## src/lrx_pkg.sv

```systemverilog
// shared constants and types for the link receive control register group
package lrx_pkg;

    // ==========================================================
    // register indices (byte address is four times the index)
    localparam logic [7:0] IDX_LINK_ERR = 8'h41;
    localparam logic [7:0] IDX_BC = 8'h43;
    localparam logic [7:0] IDX_EQ_BYP = 8'h44;
    localparam logic [7:0] IDX_EQ_FLOOR = 8'h45;
    localparam logic [7:0] IDX_PORT_CTL = 8'h60;
    localparam logic [7:0] IDX_STATUS = 8'h61;
    localparam logic [7:0] IDX_IRQ_STAT = 8'h62;
    localparam logic [7:0] IDX_IRQ_CLR = 8'h63;
    localparam logic [7:0] IDX_IRQ_EN = 8'h64;

    // ==========================================================
    // field positions
    localparam int LE_CNT_EN_BIT = 4;
    localparam int LE_THR_LSB = 0;
    localparam int BC_MISO_MODE_BIT = 4;
    localparam int BC_CPOL_BIT = 3;
    localparam int BC_MODE_LSB = 0;
    localparam int EQ_S1_LSB = 5;
    localparam int EQ_S2_LSB = 1;
    localparam int EQ_BYP_BIT = 0;
    localparam int EQ_FLOOR_LSB = 0;
    localparam int PC_PORT_SEL_BIT = 0;
    localparam int PC_FLOOR_EN_BIT = 1;
    localparam int IRQ_LOST_BIT = 0;
    localparam int IRQ_GAINED_BIT = 1;
    localparam int IRQ_ERR_BIT = 2;
    localparam int IRQ_W = 3;

    // ==========================================================
    // reset values
    localparam logic [7:0] RST_LINK_ERR = 8'h03;
    localparam logic [7:0] RST_BC = 8'h00;
    localparam logic [7:0] RST_EQ_BYP = 8'h60;
    localparam logic [7:0] RST_EQ_FLOOR = 8'h80;
    localparam logic [7:0] RST_PORT_CTL = 8'h00;
    localparam logic [2:0] RST_IRQ_EN = 3'h0;

    // ==========================================================
    // types
    typedef enum logic [2:0] {
        BC_NORMAL = 3'b000, BC_GPIO1 = 3'b001, BC_GPIO2 = 3'b010, BC_GPIO4 = 3'b011,
        BC_RSVD4 = 3'b100, BC_RSVD5 = 3'b101, BC_FWD_SPI = 3'b110, BC_REV_SPI = 3'b111
    } lrx_bc_mode_t;

    typedef enum logic {LK_HUNT = 1'b0, LK_LOCKED = 1'b1} lrx_lock_t;

    typedef struct packed {
        logic [2:0] gpio_count;
        logic fwd_spi;
        logic rev_spi;
        logic reserved;
    } lrx_bc_t;

    typedef struct packed {
        logic adapt_en;
        logic [5:0] manual;
        logic floor_en;
        logic [3:0] floor;
    } lrx_eq_t;

endpackage

```

## src/lrx_regs.sv

```systemverilog
// link receive control registers: lock integrity, back-channel mode, equalizer
// Operation
// (RULE_01) count enabled: count link errors, drop lock when count reaches 4-bit threshold (3)
// (RULE_02) count disabled: first link error drops lock
// (RULE_03) error counter steps on pixel clock enable; watches both clocks and control channel
// (RULE_04) reverse SPI, drive-mode 1: float slave output while select low; 0 always drive
// (RULE_05) polarity 0: launch falling, sample rising; polarity 1: the reverse
// (RULE_06) mode 000 normal, 001/010/011 one/two/four fast GPIOs, 100/101 reserved
// (RULE_07) mode 110 forward SPI tunnel, 111 reverse SPI tunnel
// (RULE_08) equalizer bypass bit 1 stops self-tuning, 0 runs it
// (RULE_09) bypassed: manual six-bit setting, coarse bits 7:5 high, fine bits 3:1 low
// (RULE_10) second port select steers equalizer register accesses to the second port
// (RULE_11) floor enabled by pin or register: adaptation starts from the 4-bit floor
// (RULE_12) error counter cleared whenever lock is lost or regained
`timescale 1ns/1ps
module lrx_regs import lrx_pkg::*; (
    // clock and reset
    input wire logic CLK_SYS,
    input wire logic RESET,
    // apb slave
    input wire logic PSEL,
    input wire logic PENABLE,
    input wire logic PWRITE,
    input wire logic [11:0] PADDR,
    input wire logic [31:0] PWDATA,
    output logic [31:0] PRDATA,
    output logic PREADY,
    output logic PSLVERR,
    // link integrity
    input wire logic PIX_CE,
    input wire logic [2:0] LINK_ERR,
    input wire logic LOCK_ACQ,
    output logic LOCK_OUT,
    // back-channel spi
    input wire logic SPI_SCLK,
    input wire logic SPI_SS,
    input wire logic SPI_MOSI,
    input wire logic SPI_MISO_DATA,
    output logic SPI_MISO_O,
    output logic SPI_MISO_OE_N,
    output logic SPI_TX_STB,
    output logic SPI_RX_BIT,
    output logic SPI_RX_STB,
    // back-channel mode and equalizers
    input wire logic FLOOR_PIN,
    output lrx_bc_t BC_CFG,
    output lrx_eq_t EQ_PORT0,
    output lrx_eq_t EQ_PORT1,
    // interrupt
    output logic IRQ
);

    // ==========================================================
    // apb decode
    logic setup;
    logic wr;
    logic [7:0] idx;
    logic [7:0] wbyte;
    logic [7:0] link_err_ctl;
    logic [7:0] bc_ctl;
    logic [7:0] eq_byp [2];
    logic [7:0] eq_floor [2];
    logic [7:0] port_ctl;
    logic [2:0] irq_stat;
    logic [2:0] irq_en;
    logic [2:0] irq_set;
    logic port_sel;
    logic [31:0] next_rdata;
    logic next_err;
    lrx_lock_t lock_st;
    logic [3:0] err_cnt;
    logic sclk_q;
    lrx_bc_mode_t bc_mode;

    assign setup = PSEL && !PENABLE;
    assign wr = PSEL && PENABLE && PREADY && PWRITE;
    assign idx = PADDR[9:2];
    assign wbyte = PWDATA[7:0];
    assign port_sel = port_ctl[PC_PORT_SEL_BIT];
    assign bc_mode = lrx_bc_mode_t'(bc_ctl[BC_MODE_LSB +: 3]);

    // read mux; the equalizer pair shows the port chosen by the select bit
    always_comb begin
        next_rdata = 32'h0000_0000;
        next_err = 1'b0;
        case (idx)
            IDX_LINK_ERR: next_rdata[7:0] = link_err_ctl;
            IDX_BC: next_rdata[7:0] = bc_ctl;
            IDX_EQ_BYP: next_rdata[7:0] = eq_byp[port_sel]; // RULE_10
            IDX_EQ_FLOOR: next_rdata[7:0] = eq_floor[port_sel]; // RULE_10
            IDX_PORT_CTL: next_rdata[7:0] = port_ctl;
            IDX_STATUS: next_rdata[3:0] = {err_cnt[2:0], lock_st == LK_LOCKED};
            IDX_IRQ_STAT: next_rdata[IRQ_W-1:0] = irq_stat;
            IDX_IRQ_CLR: next_rdata = 32'h0000_0000;
            IDX_IRQ_EN: next_rdata[IRQ_W-1:0] = irq_en;
            default: next_err = 1'b1;
        endcase
        if (PADDR[1:0] != 2'b00 || PADDR[11:10] != 2'b00) begin
            next_err = 1'b1;
        end
    end

    // one registered answer per transfer, ready in the first access cycle
    always_ff @(posedge CLK_SYS or posedge RESET) begin
        if (RESET) begin
            PREADY <= 1'b0;
            PRDATA <= 32'h0000_0000;
            PSLVERR <= 1'b0;
        end else begin
            PREADY <= setup;
            PSLVERR <= setup && next_err;
            if (setup) begin
                PRDATA <= next_err ? 32'h0000_0000 : next_rdata;
            end
        end
    end

    // ==========================================================
    // control registers; an erroring write stores nothing
    always_ff @(posedge CLK_SYS or posedge RESET) begin
        if (RESET) begin
            link_err_ctl <= RST_LINK_ERR;
            bc_ctl <= RST_BC;
            port_ctl <= RST_PORT_CTL;
            irq_en <= RST_IRQ_EN;
        end else if (wr && !PSLVERR) begin
            if (idx == IDX_LINK_ERR) link_err_ctl <= wbyte;
            if (idx == IDX_BC) bc_ctl <= wbyte;
            if (idx == IDX_PORT_CTL) port_ctl <= wbyte;
            if (idx == IDX_IRQ_EN) irq_en <= wbyte[IRQ_W-1:0];
        end
    end

    // ==========================================================
    // per-port equalizer registers and outputs
    for (genvar p = 0; p < 2; p++) begin : g_eq
        logic hit;
        lrx_eq_t next_eq;
        assign hit = wr && !PSLVERR && (port_sel == (p == 1)); // RULE_10
        always_ff @(posedge CLK_SYS or posedge RESET) begin
            if (RESET) begin
                eq_byp[p] <= RST_EQ_BYP;
                eq_floor[p] <= RST_EQ_FLOOR;
            end else begin
                if (hit && idx == IDX_EQ_BYP) eq_byp[p] <= wbyte;
                if (hit && idx == IDX_EQ_FLOOR) eq_floor[p] <= wbyte;
            end
        end
        // manual word is only meaningful while self-tuning is off
        always_comb begin
            next_eq.adapt_en = !eq_byp[p][EQ_BYP_BIT]; // RULE_08
            next_eq.manual = {eq_byp[p][EQ_S1_LSB +: 3], eq_byp[p][EQ_S2_LSB +: 3]}; // RULE_09
            next_eq.floor_en = FLOOR_PIN || port_ctl[PC_FLOOR_EN_BIT]; // RULE_11
            next_eq.floor = eq_floor[p][EQ_FLOOR_LSB +: 4]; // RULE_11
        end
        if (p == 0) begin : g_o0
            always_ff @(posedge CLK_SYS or posedge RESET) begin
                if (RESET) EQ_PORT0 <= '0;
                else EQ_PORT0 <= next_eq;
            end
        end else begin : g_o1
            always_ff @(posedge CLK_SYS or posedge RESET) begin
                if (RESET) EQ_PORT1 <= '0;
                else EQ_PORT1 <= next_eq;
            end
        end
    end

    // ==========================================================
    // lock keeper; all state moves only on pixel clock enables
    always_ff @(posedge CLK_SYS or posedge RESET) begin
        if (RESET) begin
            lock_st <= LK_HUNT;
            LOCK_OUT <= 1'b0;
            err_cnt <= 4'h0;
        end else if (PIX_CE) begin // RULE_03
            case (lock_st)
                LK_HUNT: begin
                    if (LOCK_ACQ) begin
                        lock_st <= LK_LOCKED;
                        LOCK_OUT <= 1'b1;
                        err_cnt <= 4'h0; // RULE_12
                    end
                end
                LK_LOCKED: begin
                    if (|LINK_ERR) begin // RULE_03
                        if (!link_err_ctl[LE_CNT_EN_BIT] ||
                            (5'(err_cnt) + 5'd1 >= 5'(link_err_ctl[LE_THR_LSB +: 4]))) begin
                            lock_st <= LK_HUNT; // RULE_01 RULE_02
                            LOCK_OUT <= 1'b0;
                            err_cnt <= 4'h0; // RULE_12
                        end else begin
                            err_cnt <= err_cnt + 4'h1; // RULE_01
                        end
                    end
                end
                default: begin
                    lock_st <= LK_HUNT;
                    LOCK_OUT <= 1'b0;
                end
            endcase
        end
    end

    // ==========================================================
    // interrupts: sticky status, set beats a same-cycle clear
    assign irq_set[IRQ_LOST_BIT] = PIX_CE && lock_st == LK_LOCKED && |LINK_ERR &&
        (!link_err_ctl[LE_CNT_EN_BIT] ||
         (5'(err_cnt) + 5'd1 >= 5'(link_err_ctl[LE_THR_LSB +: 4])));
    assign irq_set[IRQ_GAINED_BIT] = PIX_CE && lock_st == LK_HUNT && LOCK_ACQ;
    assign irq_set[IRQ_ERR_BIT] = PIX_CE && lock_st == LK_LOCKED && |LINK_ERR;

    always_ff @(posedge CLK_SYS or posedge RESET) begin
        if (RESET) begin
            irq_stat <= 3'h0;
            IRQ <= 1'b0;
        end else begin
            irq_stat <= irq_set |
                (irq_stat & ~((wr && !PSLVERR && idx == IDX_IRQ_CLR) ? wbyte[2:0] : 3'h0));
            IRQ <= |(irq_stat & irq_en);
        end
    end

    // ==========================================================
    // back-channel mode decode, registered for the link logic
    always_ff @(posedge CLK_SYS or posedge RESET) begin
        if (RESET) begin
            BC_CFG <= '0;
        end else begin
            BC_CFG.fwd_spi <= bc_mode == BC_FWD_SPI; // RULE_07
            BC_CFG.rev_spi <= bc_mode == BC_REV_SPI; // RULE_07
            BC_CFG.reserved <= bc_mode == BC_RSVD4 || bc_mode == BC_RSVD5; // RULE_06
            case (bc_mode) // RULE_06
                BC_GPIO1: BC_CFG.gpio_count <= 3'd1;
                BC_GPIO2: BC_CFG.gpio_count <= 3'd2;
                BC_GPIO4: BC_CFG.gpio_count <= 3'd4;
                default: BC_CFG.gpio_count <= 3'd0;
            endcase
        end
    end

    // ==========================================================
    // spi slave edges; sclk is taken as already synchronous
    logic spi_on;
    logic cpol;
    logic rise;
    logic fall;
    assign spi_on = (bc_mode == BC_FWD_SPI || bc_mode == BC_REV_SPI) && SPI_SS;
    assign cpol = bc_ctl[BC_CPOL_BIT];
    assign rise = SPI_SCLK && !sclk_q;
    assign fall = !SPI_SCLK && sclk_q;

    always_ff @(posedge CLK_SYS or posedge RESET) begin
        if (RESET) begin
            sclk_q <= 1'b0;
            SPI_MISO_O <= 1'b0;
            SPI_TX_STB <= 1'b0;
            SPI_RX_BIT <= 1'b0;
            SPI_RX_STB <= 1'b0;
        end else begin
            sclk_q <= SPI_SCLK;
            SPI_TX_STB <= spi_on && (cpol ? rise : fall); // RULE_05
            SPI_RX_STB <= spi_on && (cpol ? fall : rise); // RULE_05
            if (spi_on && (cpol ? rise : fall)) SPI_MISO_O <= SPI_MISO_DATA; // RULE_05
            if (spi_on && (cpol ? fall : rise)) SPI_RX_BIT <= SPI_MOSI; // RULE_05
        end
    end

    // output enable is low while driving; outside reverse mode the pin is left alone
    always_ff @(posedge CLK_SYS or posedge RESET) begin
        if (RESET) SPI_MISO_OE_N <= 1'b1;
        else SPI_MISO_OE_N <= !(bc_mode == BC_REV_SPI) ||
            (bc_ctl[BC_MISO_MODE_BIT] && !SPI_SS); // RULE_04
    end
endmodule

```

## config.mk

```make
export PLATFORM = sky130hd
export DESIGN_NAME = lrx_regs
export DESIGN_NICKNAME = d
export VERILOG_FILES = /design/src/lrx_pkg.sv /design/src/lrx_regs.sv
export SDC_FILE = /design/constraint.sdc
export NUM_CORES = 1
export LEC_CHECK = 0
export BUFFER_PORTS_ARGS = -buffer_cell sky130_fd_sc_hd__buf_2
export CAP_MARGIN = 25
export CELL_PAD_IN_SITES_DETAIL_PLACEMENT = 0
export CELL_PAD_IN_SITES_GLOBAL_PLACEMENT = 1
export CORE_MARGIN = 2
export CORE_UTILIZATION = 40
export CTS_BUF_LIST = sky130_fd_sc_hd__clkbuf_4 sky130_fd_sc_hd__clkbuf_8
export DETAILED_ROUTE_END_ITERATION = 10
export PLACE_DENSITY = 0.83
export SYNTH_ARGS = -nofsm -noshare
export SYNTH_HDL_FRONTEND = slang
export SYNTH_SLANG_ARGS = --single-unit
```

## constraint.sdc

```tcl
create_clock -name CLK_SYS -period 3.65 [get_ports CLK_SYS]
set_input_delay 0.365 -clock CLK_SYS [delete_from_list [all_inputs] [get_ports CLK_SYS]]
set_output_delay 0.365 -clock CLK_SYS [all_outputs]
set_load 0.05 [all_outputs]
```

==> metrics.cfg, run 1 <==
[synth]
syn_area_per_cell_sq_um=12.79
async_flop_share_pct=100.0
synth_area_leaders=dfrtp_1, mux2_2, dfstp_2
yosys-top-cells-count=dfrtp_1, mux2_2, buf_4
ys_seq_area_share_pct=55.54
synthFlopType=dfrtp_1
synthCells=403
synth_top_cell_by_area=dfrtp_1
yosysUniqueCellTypes=57
synth_edf_count=0
ys_ff_latch=114
yosys.cell_count.top_type=dfrtp_1
yosysWarnings=0
syn_area_sq_mm=0.005156
synth_top_area_share_pct=50.96

[finish]
fin_nets=553
areaGrowthSynthToFinish_pct=17.86
drive_above_1_share_pct=40.64
fillers=1153
antennaDiodeCount=0

[grt]
grt_start_max_net_pins=81
grt_overflow=0
grt.total_usage_pct=16.18
antenna_found_initial=0
grt_pass1_vias=3466
grt_first_pass_wirelength_microns=17550

[timing]
setup_slack_ps=1415
hold_slack_ps=95.09
drv_slew=0
hold_violations=0
worstMarginPinSlew_ps=1020
fin_skew_ps=12.10
fmax_mhz=447.5
slew-limit-headroom_pct=31.07
rsz0062_at_grt=false
setup_viol=0
fin_crit_ps=2235
tns_ps=0
min_period_over_period_pct=61.23

[clock_network]
clock-root-buffer=clkbuf_8
clock_latency_ps=430
clock-sinks=114
postCtsSetupBuffers=0
cts_buffers=17
cts_buffer_depth=2
cts-resized-gates=0
path_clk_slew_ps=70
postCtsHoldBufs=0
cts_tree=yes
htreeDepth=4

[detailed_routing]
viasPerCell=5.122
drt-initial-drc-count=247
first_pass_iters=4
vias=3452
finalWirelength_microns=10810
drtAntennaViolNets=0
drc=0
avgRoutedWirePerCell_microns=16.03

[critical_path]
cp_cell_sequence=buf_4, mux2i_1, o22ai_1, a21oi_1, o22ai_1, a32o_1
critPathRequiredTime_ps=3950
worstSetupPathType=reg2reg
slowest_delay_ps=830
path_max_fanout=13
cp-start-kind=register
critPathSlowestCell=dfrtp_1
endpoint_kind=register
crit_arrival_ps=2540
cp_common_cell=o22ai_1

[placement]
dp_worst_setup_slack_ps=1064
portBuffers=81
place_congestion=0.8143
dpl.hpwl_microns=7581

[power_and_ir_drop]
power_leakage_nw=2.950
powerDensity_mw_per_mm2=438.5
ir_worst_vdd_mv=0.1664

[floorplanning]
fp.dieArea_sq_mm=0.01381
die_h_microns=117.5
dieWidth_microns=117.5
core_area_sq_mm=0.01262
row_count=41
initial_core_util_pct=40.86
ios=130

[run]
max-cap-violations=0

[min_path]
hp-class=in2reg

[run_status]
status=complete, no violations

==> path summary, 6_finish.rpt <==
path | start | end | slack [ps] | cells after the start
max | port_ctl[0] | PRDATA[3] | 1420 | 6
min | SPI_SCLK | sclk_q | 100 | 1
max reg2reg | port_ctl[0] | PRDATA[3] | 1420 | 6
min reg2reg | eq_floor[0] | EQ_PORT1[0] | 400 | 0
max in group asynchronous | RESET | eq_floor[7] | 2410 | 5
min in group asynchronous | RESET | BC_CFG[2] | 390 | 3
==> per-layer routing <==
layer  vias up  track usage (%)  part of all wire, %
met1      1749            20.31                   43
li1       1598                -                    -
met2        94            26.68                   51
met3        11            5.281                  5.1
met5         -                0                    0
met4         0            5.045                  1.2
==> registers in the layout (all words and copies together), names as in the netlist, 3 cells and up <==
name	flops
eq_byp	16
eq_floor	16
EQ_PORT1	12
EQ_PORT0	11
PRDATA	8
bc_ctl	8
link_err_ctl	8
port_ctl	8
BC_CFG	6
err_cnt	4
irq_en	3
irq_stat	3
==> area by class of cell <==
cell class / count / area (sq um) / area share [%]
Clock buffer: 23 / 297.8 / 4.900
Clock inverter: 9 / 107.6 / 1.771
Multi-Input combinational cell: 260 / 2078 / 34.20
Tap cell: 172 / 215.2 / 3.541
Timing Repair Buffer: 85 / 470.5 / 7.741
Sequential cell: 114 / 2864 / 47.13
Inverter: 11 / 43.79 / 0.7206
==> placed cells by master, fill, tap and decap left out, types with 4 or more instances in the layout <==
| cell type | count |
|---|---|
| dfrtp_1 | 105 |
| buf_2 | 81 |
| mux2_2 | 65 |
| conb_1 | 24 |
| clkbuf_8 | 20 |
| nand2_1 | 18 |
| mux2i_1 | 18 |
| a21oi_1 | 15 |
| nor2_1 | 13 |
| o22ai_1 | 13 |
| inv_1 | 10 |
| dfstp_2 | 9 |
| a22o_1 | 8 |
| o21ai_0 | 7 |
| nor4_1 | 5 |
| ha_1 | 5 |
| nand2b_1 | 4 |
| nand3_1 | 4 |
| a21o_1 | 4 |
| a32o_1 | 4 |
| nand3b_1 | 4 |
| o2bb2ai_1 | 4 |
==> cell families after synthesis <==
family | Yosys count | synth area share, %
adder cells (fa/ha/maj) | 5 | 1.213
AND/OR/NAND/NOR | 77 | 9.876
XOR/XNOR | 2 | 0.3398
other | 1 | 0.07273
buffers and inverters | 52 | 5.824
AO/OA/AOI/OAI | 69 | 9.440
multiplexers | 83 | 17.69
flip-flops | 114 | 55.54
==> through the flow <==
stage / cells / utilization [%] / area [sq um] / power (mW)
CTS: 672 / 47.86 / 6040 / 2.687
global route: 674 / 48.16 / 6077 / 2.767
global placement: 640 / 44.65 / 5634 / 1.502
finish: 674 / 48.16 / 6077 / 2.665
floorplan: 426 / - / 5243 / 1.469
detailed placement: 640 / 44.65 / 5634 / 1.505
==> power by group <==
group	switching, mW	internal [mW]	leakage, nW
logic	0.156	0.0429	1.22
clock network	0.498	0.682	0.206
registers	0.0120	1.27	1.52
total	0.666	2.00	2.95
==> critical path: cells and delay by family (launching register included) <==
family | cells | cell delay (ps)
muxes | 1 | 220
buffers and inverters | 1 | 360
DFF | 1 | 830
AOI/OAI and AO/OA | 4 | 700
Note: power is estimated with default switching activity, not from simulation.
==> run 2: changes to the inputs <==
--- a/config.mk
+++ b/config.mk
@@ -10,10 +10,10 @@
 export CELL_PAD_IN_SITES_DETAIL_PLACEMENT = 0
 export CELL_PAD_IN_SITES_GLOBAL_PLACEMENT = 1
 export CORE_MARGIN = 2
-export CORE_UTILIZATION = 40
+export CORE_UTILIZATION = 39
 export CTS_BUF_LIST = sky130_fd_sc_hd__clkbuf_4 sky130_fd_sc_hd__clkbuf_8
 export DETAILED_ROUTE_END_ITERATION = 10
-export PLACE_DENSITY = 0.83
+export PLACE_DENSITY = 0.85
 export SYNTH_ARGS = -nofsm -noshare
 export SYNTH_HDL_FRONTEND = slang
 export SYNTH_SLANG_ARGS = --single-unit
==> constraint.sdc (replaced) <==
create_clock -name CLK_SYS -period 1.8 [get_ports CLK_SYS]
set_input_delay 0.18 -clock CLK_SYS [delete_from_list [all_inputs] [get_ports CLK_SYS]]
set_output_delay 0.18 -clock CLK_SYS [all_outputs]
set_load 0.05 [all_outputs]
==> metrics.cfg, run 2 (synthesized netlist as in run 1, its figures left out) <==
[floorplanning]
die_h_microns=119.0  ; +1.2%
core_area_sq_mm=0.01309  ; +3.7%
dieWidth_microns=119.0  ; +1.2%
fp.dieArea_sq_mm=0.01416  ; +2.5%
ios=130  ; unchanged
initial_core_util_pct=39.41  ; -1.5 points
row_count=42  ; +2.4%

[detailed_routing]
viasPerCell=5.033  ; -1.7%
first_pass_iters=5  ; +1
drc=0  ; unchanged
avgRoutedWirePerCell_microns=17.20  ; +7.3%
vias=3659  ; +6.0%
drt-initial-drc-count=209  ; -15%
drtAntennaViolNets=0  ; unchanged
finalWirelength_microns=12510  ; +16%

[min_path]
holdPathStages=3  ; +2
whs_endpoint=PREADY
hp-class=in2reg
holdCritStartpoint=PSEL

[timing]
hold_violations=0  ; unchanged
fin_skew_ps=7.062  ; -5.042 ps
setup_viol=5  ; +5
worstMarginPinSlew_ps=586.8  ; -432.7 ps
fmax_mhz=535.8  ; +20%
fin_crit_ps=1866  ; -368.4 ps
slew-limit-headroom_pct=60.88  ; +30 points
tns_ps=-254.2  ; -254.2 ps
min_period_over_period_pct=103.7  ; +42 points
setup_slack_ps=-66.46  ; -1482 ps
drv_slew=0  ; unchanged
rsz0062_at_grt=true

[finish]
postLayoutCoreUtil_pct=51.11  ; +3.0 points
multiInputGateArea_sq_mm=0.002233  ; +7.5%
stdcell_area_sq_mm=0.006688  ; +10%
antennaDiodeCount=0  ; unchanged
reg_top3=eq_byp x16, eq_floor x16, EQ_PORT1 x12
final_common_cell=dfrtp_1
drive_above_1_share_pct=47.55  ; +6.9 points
final_cell_mix=dfrtp_1, buf_2, mux2_2
fin_nets=602  ; +8.9%
areaGrowthSynthToFinish_pct=29.70
fillers=1131  ; -1.9%
ff_latch_area_sq_mm=0.002865  ; about the same

[clock_network]
cts_tree=yes
clock_latency_ps=440  ; about the same
htreeDepth=4  ; unchanged
cts_buffers=17  ; unchanged
clock-root-buffer=clkbuf_8
cts_buffer_depth=2  ; unchanged
path_clk_slew_ps=70  ; about the same
clock-sinks=114  ; unchanged

[critical_path]
r2r_cells=6  ; unchanged
endpoint_kind=register
path_max_fanout=4  ; -9
crit_arrival_ps=2190  ; -350 ps
critPathRequiredTime_ps=2120  ; -1830 ps
worstSetupPathType=reg2reg
cp-start-kind=register
cp_cell_sequence=ha_4, ha_4, a21o_1, a21o_1, a21bo_4, a22o_1
critPathSlowestCell=dfrtp_1
rrSetupSlack_ps=-70  ; -1480 ps
r2r-start=err_cnt[1]
cp_num_buf_inv=0  ; -1
cpLargestDelayFamily=compound AO/OA/AOI/OAI gates
r2r-end=irq_stat[0]
slowest_delay_ps=420  ; -410 ps

[power_and_ir_drop]
ir_worst_vdd_mv=0.3448  ; +110%
power.net_switching_mw=1.481  ; +120%
powerDensity_mw_per_mm2=859.0  ; +96%
p_seq_share_pct=45.4  ; -2.9 points
power_leakage_nw=3.237  ; +9.7%
power.internal_mw=4.263  ; +110%
switching_share_pct=25.78  ; +0.80 points
comb_power_share_pct=7.8  ; +0.3 points
clockPowerShare_pct=46.8  ; +2.5 points

[placement]
place_congestion=0.8481  ; +4.2%
dp_worst_setup_slack_ps=-240.7  ; -1304 ps
dpl-instance-area_sq_mm=0.006011  ; +6.7%
portBuffers=81  ; unchanged
dpl.hpwl_microns=8528  ; +12%

[grt]
grt_overflow=0  ; unchanged
antenna_found_initial=0  ; unchanged
grt.total_usage_pct=18.41  ; +2.2 points
grt_start_max_net_pins=115  ; +42%
grt_first_pass_wirelength_microns=20010  ; +14%
grt_pass1_vias=3801  ; +9.7%

[run]
max-cap-violations=0  ; unchanged

[run_status]
violations=setup timing
status=finished, violations left

run 2: cell count changes in the layout (fill, tap and decap cells not counted), sizes merged:
cell	delta
buf	+44
bufinv	+2
clkbuf	-5
clkinv	-2
clkinvlp	+2
dlygate4sd3	+5
inv	+3
run 2: power groups by stage:
stage          clock [mW]  combinational, mW  sequential, mW
3_5_place_dp            0              0.435            2.66
4_1_cts              2.74              0.447            2.61
3_3_place_gp            0              0.427            2.66
2_1_floorplan           0              0.305            2.68
6_report             2.69              0.448            2.61
5_1_grt              2.85              0.485            2.61
run 2: what timing repair did:
item                       4_1_cts  5_1_grt
pin swaps                        1        2
hold buffers                     6        0
hold endpoints to repair       110        0
setup endpoints to repair        7        7
resized for setup                9        9
buffers inserted                 4        3
run 2: stage by stage:
step                      instances  total power [mW]  hold WS [ps]
after CTS                       724             5.798        0.3343
after global placement          682             3.083         341.2
final                           727             5.744         28.66
after global routing            727             5.943         36.24
after floorplan                 426             2.983         211.4
after detailed placement        682             3.093         349.2
run 2: tightest hold or removal path: cells and delay by family:
kind	cells	cell delay, ps
and+or+nand+nor	1	80
buffers and inverters	2	170
run 2: area by class of cell:
class / instances / area share, %
sequential: 114 / 42.84
multi-input combinational: 260 / 33.40
timing repair buffer: 134 / 13.10
clock buffer: 18 / 3.704
tap: 176 / 3.293
clock inverter: 14 / 2.993
inverter: 11 / 0.6735
run 2: how the worst max path moves through the flow:
stage,from,slack [ps],depth (start not counted),to
finish,err_cnt[1],-70,6,irq_stat[0]
global route,err_cnt[0],-120,7,err_cnt[3]
CTS,err_cnt[0],-70,8,irq_stat[0]
detailed placement,PADDR[6],-240,7,eq_byp[9]
global placement,PADDR[6],-210,7,eq_byp[9]
floorplan,PREADY,-100,5,eq_floor[14]
run 2: per-layer routing:
layer	GRT usage [%]	part of all wire, %	vias up
li1	-	-	1699
met1	23.83	45	1830
met2	29.71	48	104
met3	4.837	4.4	26
met4	6.920	2.4	0
met5	0	0	-
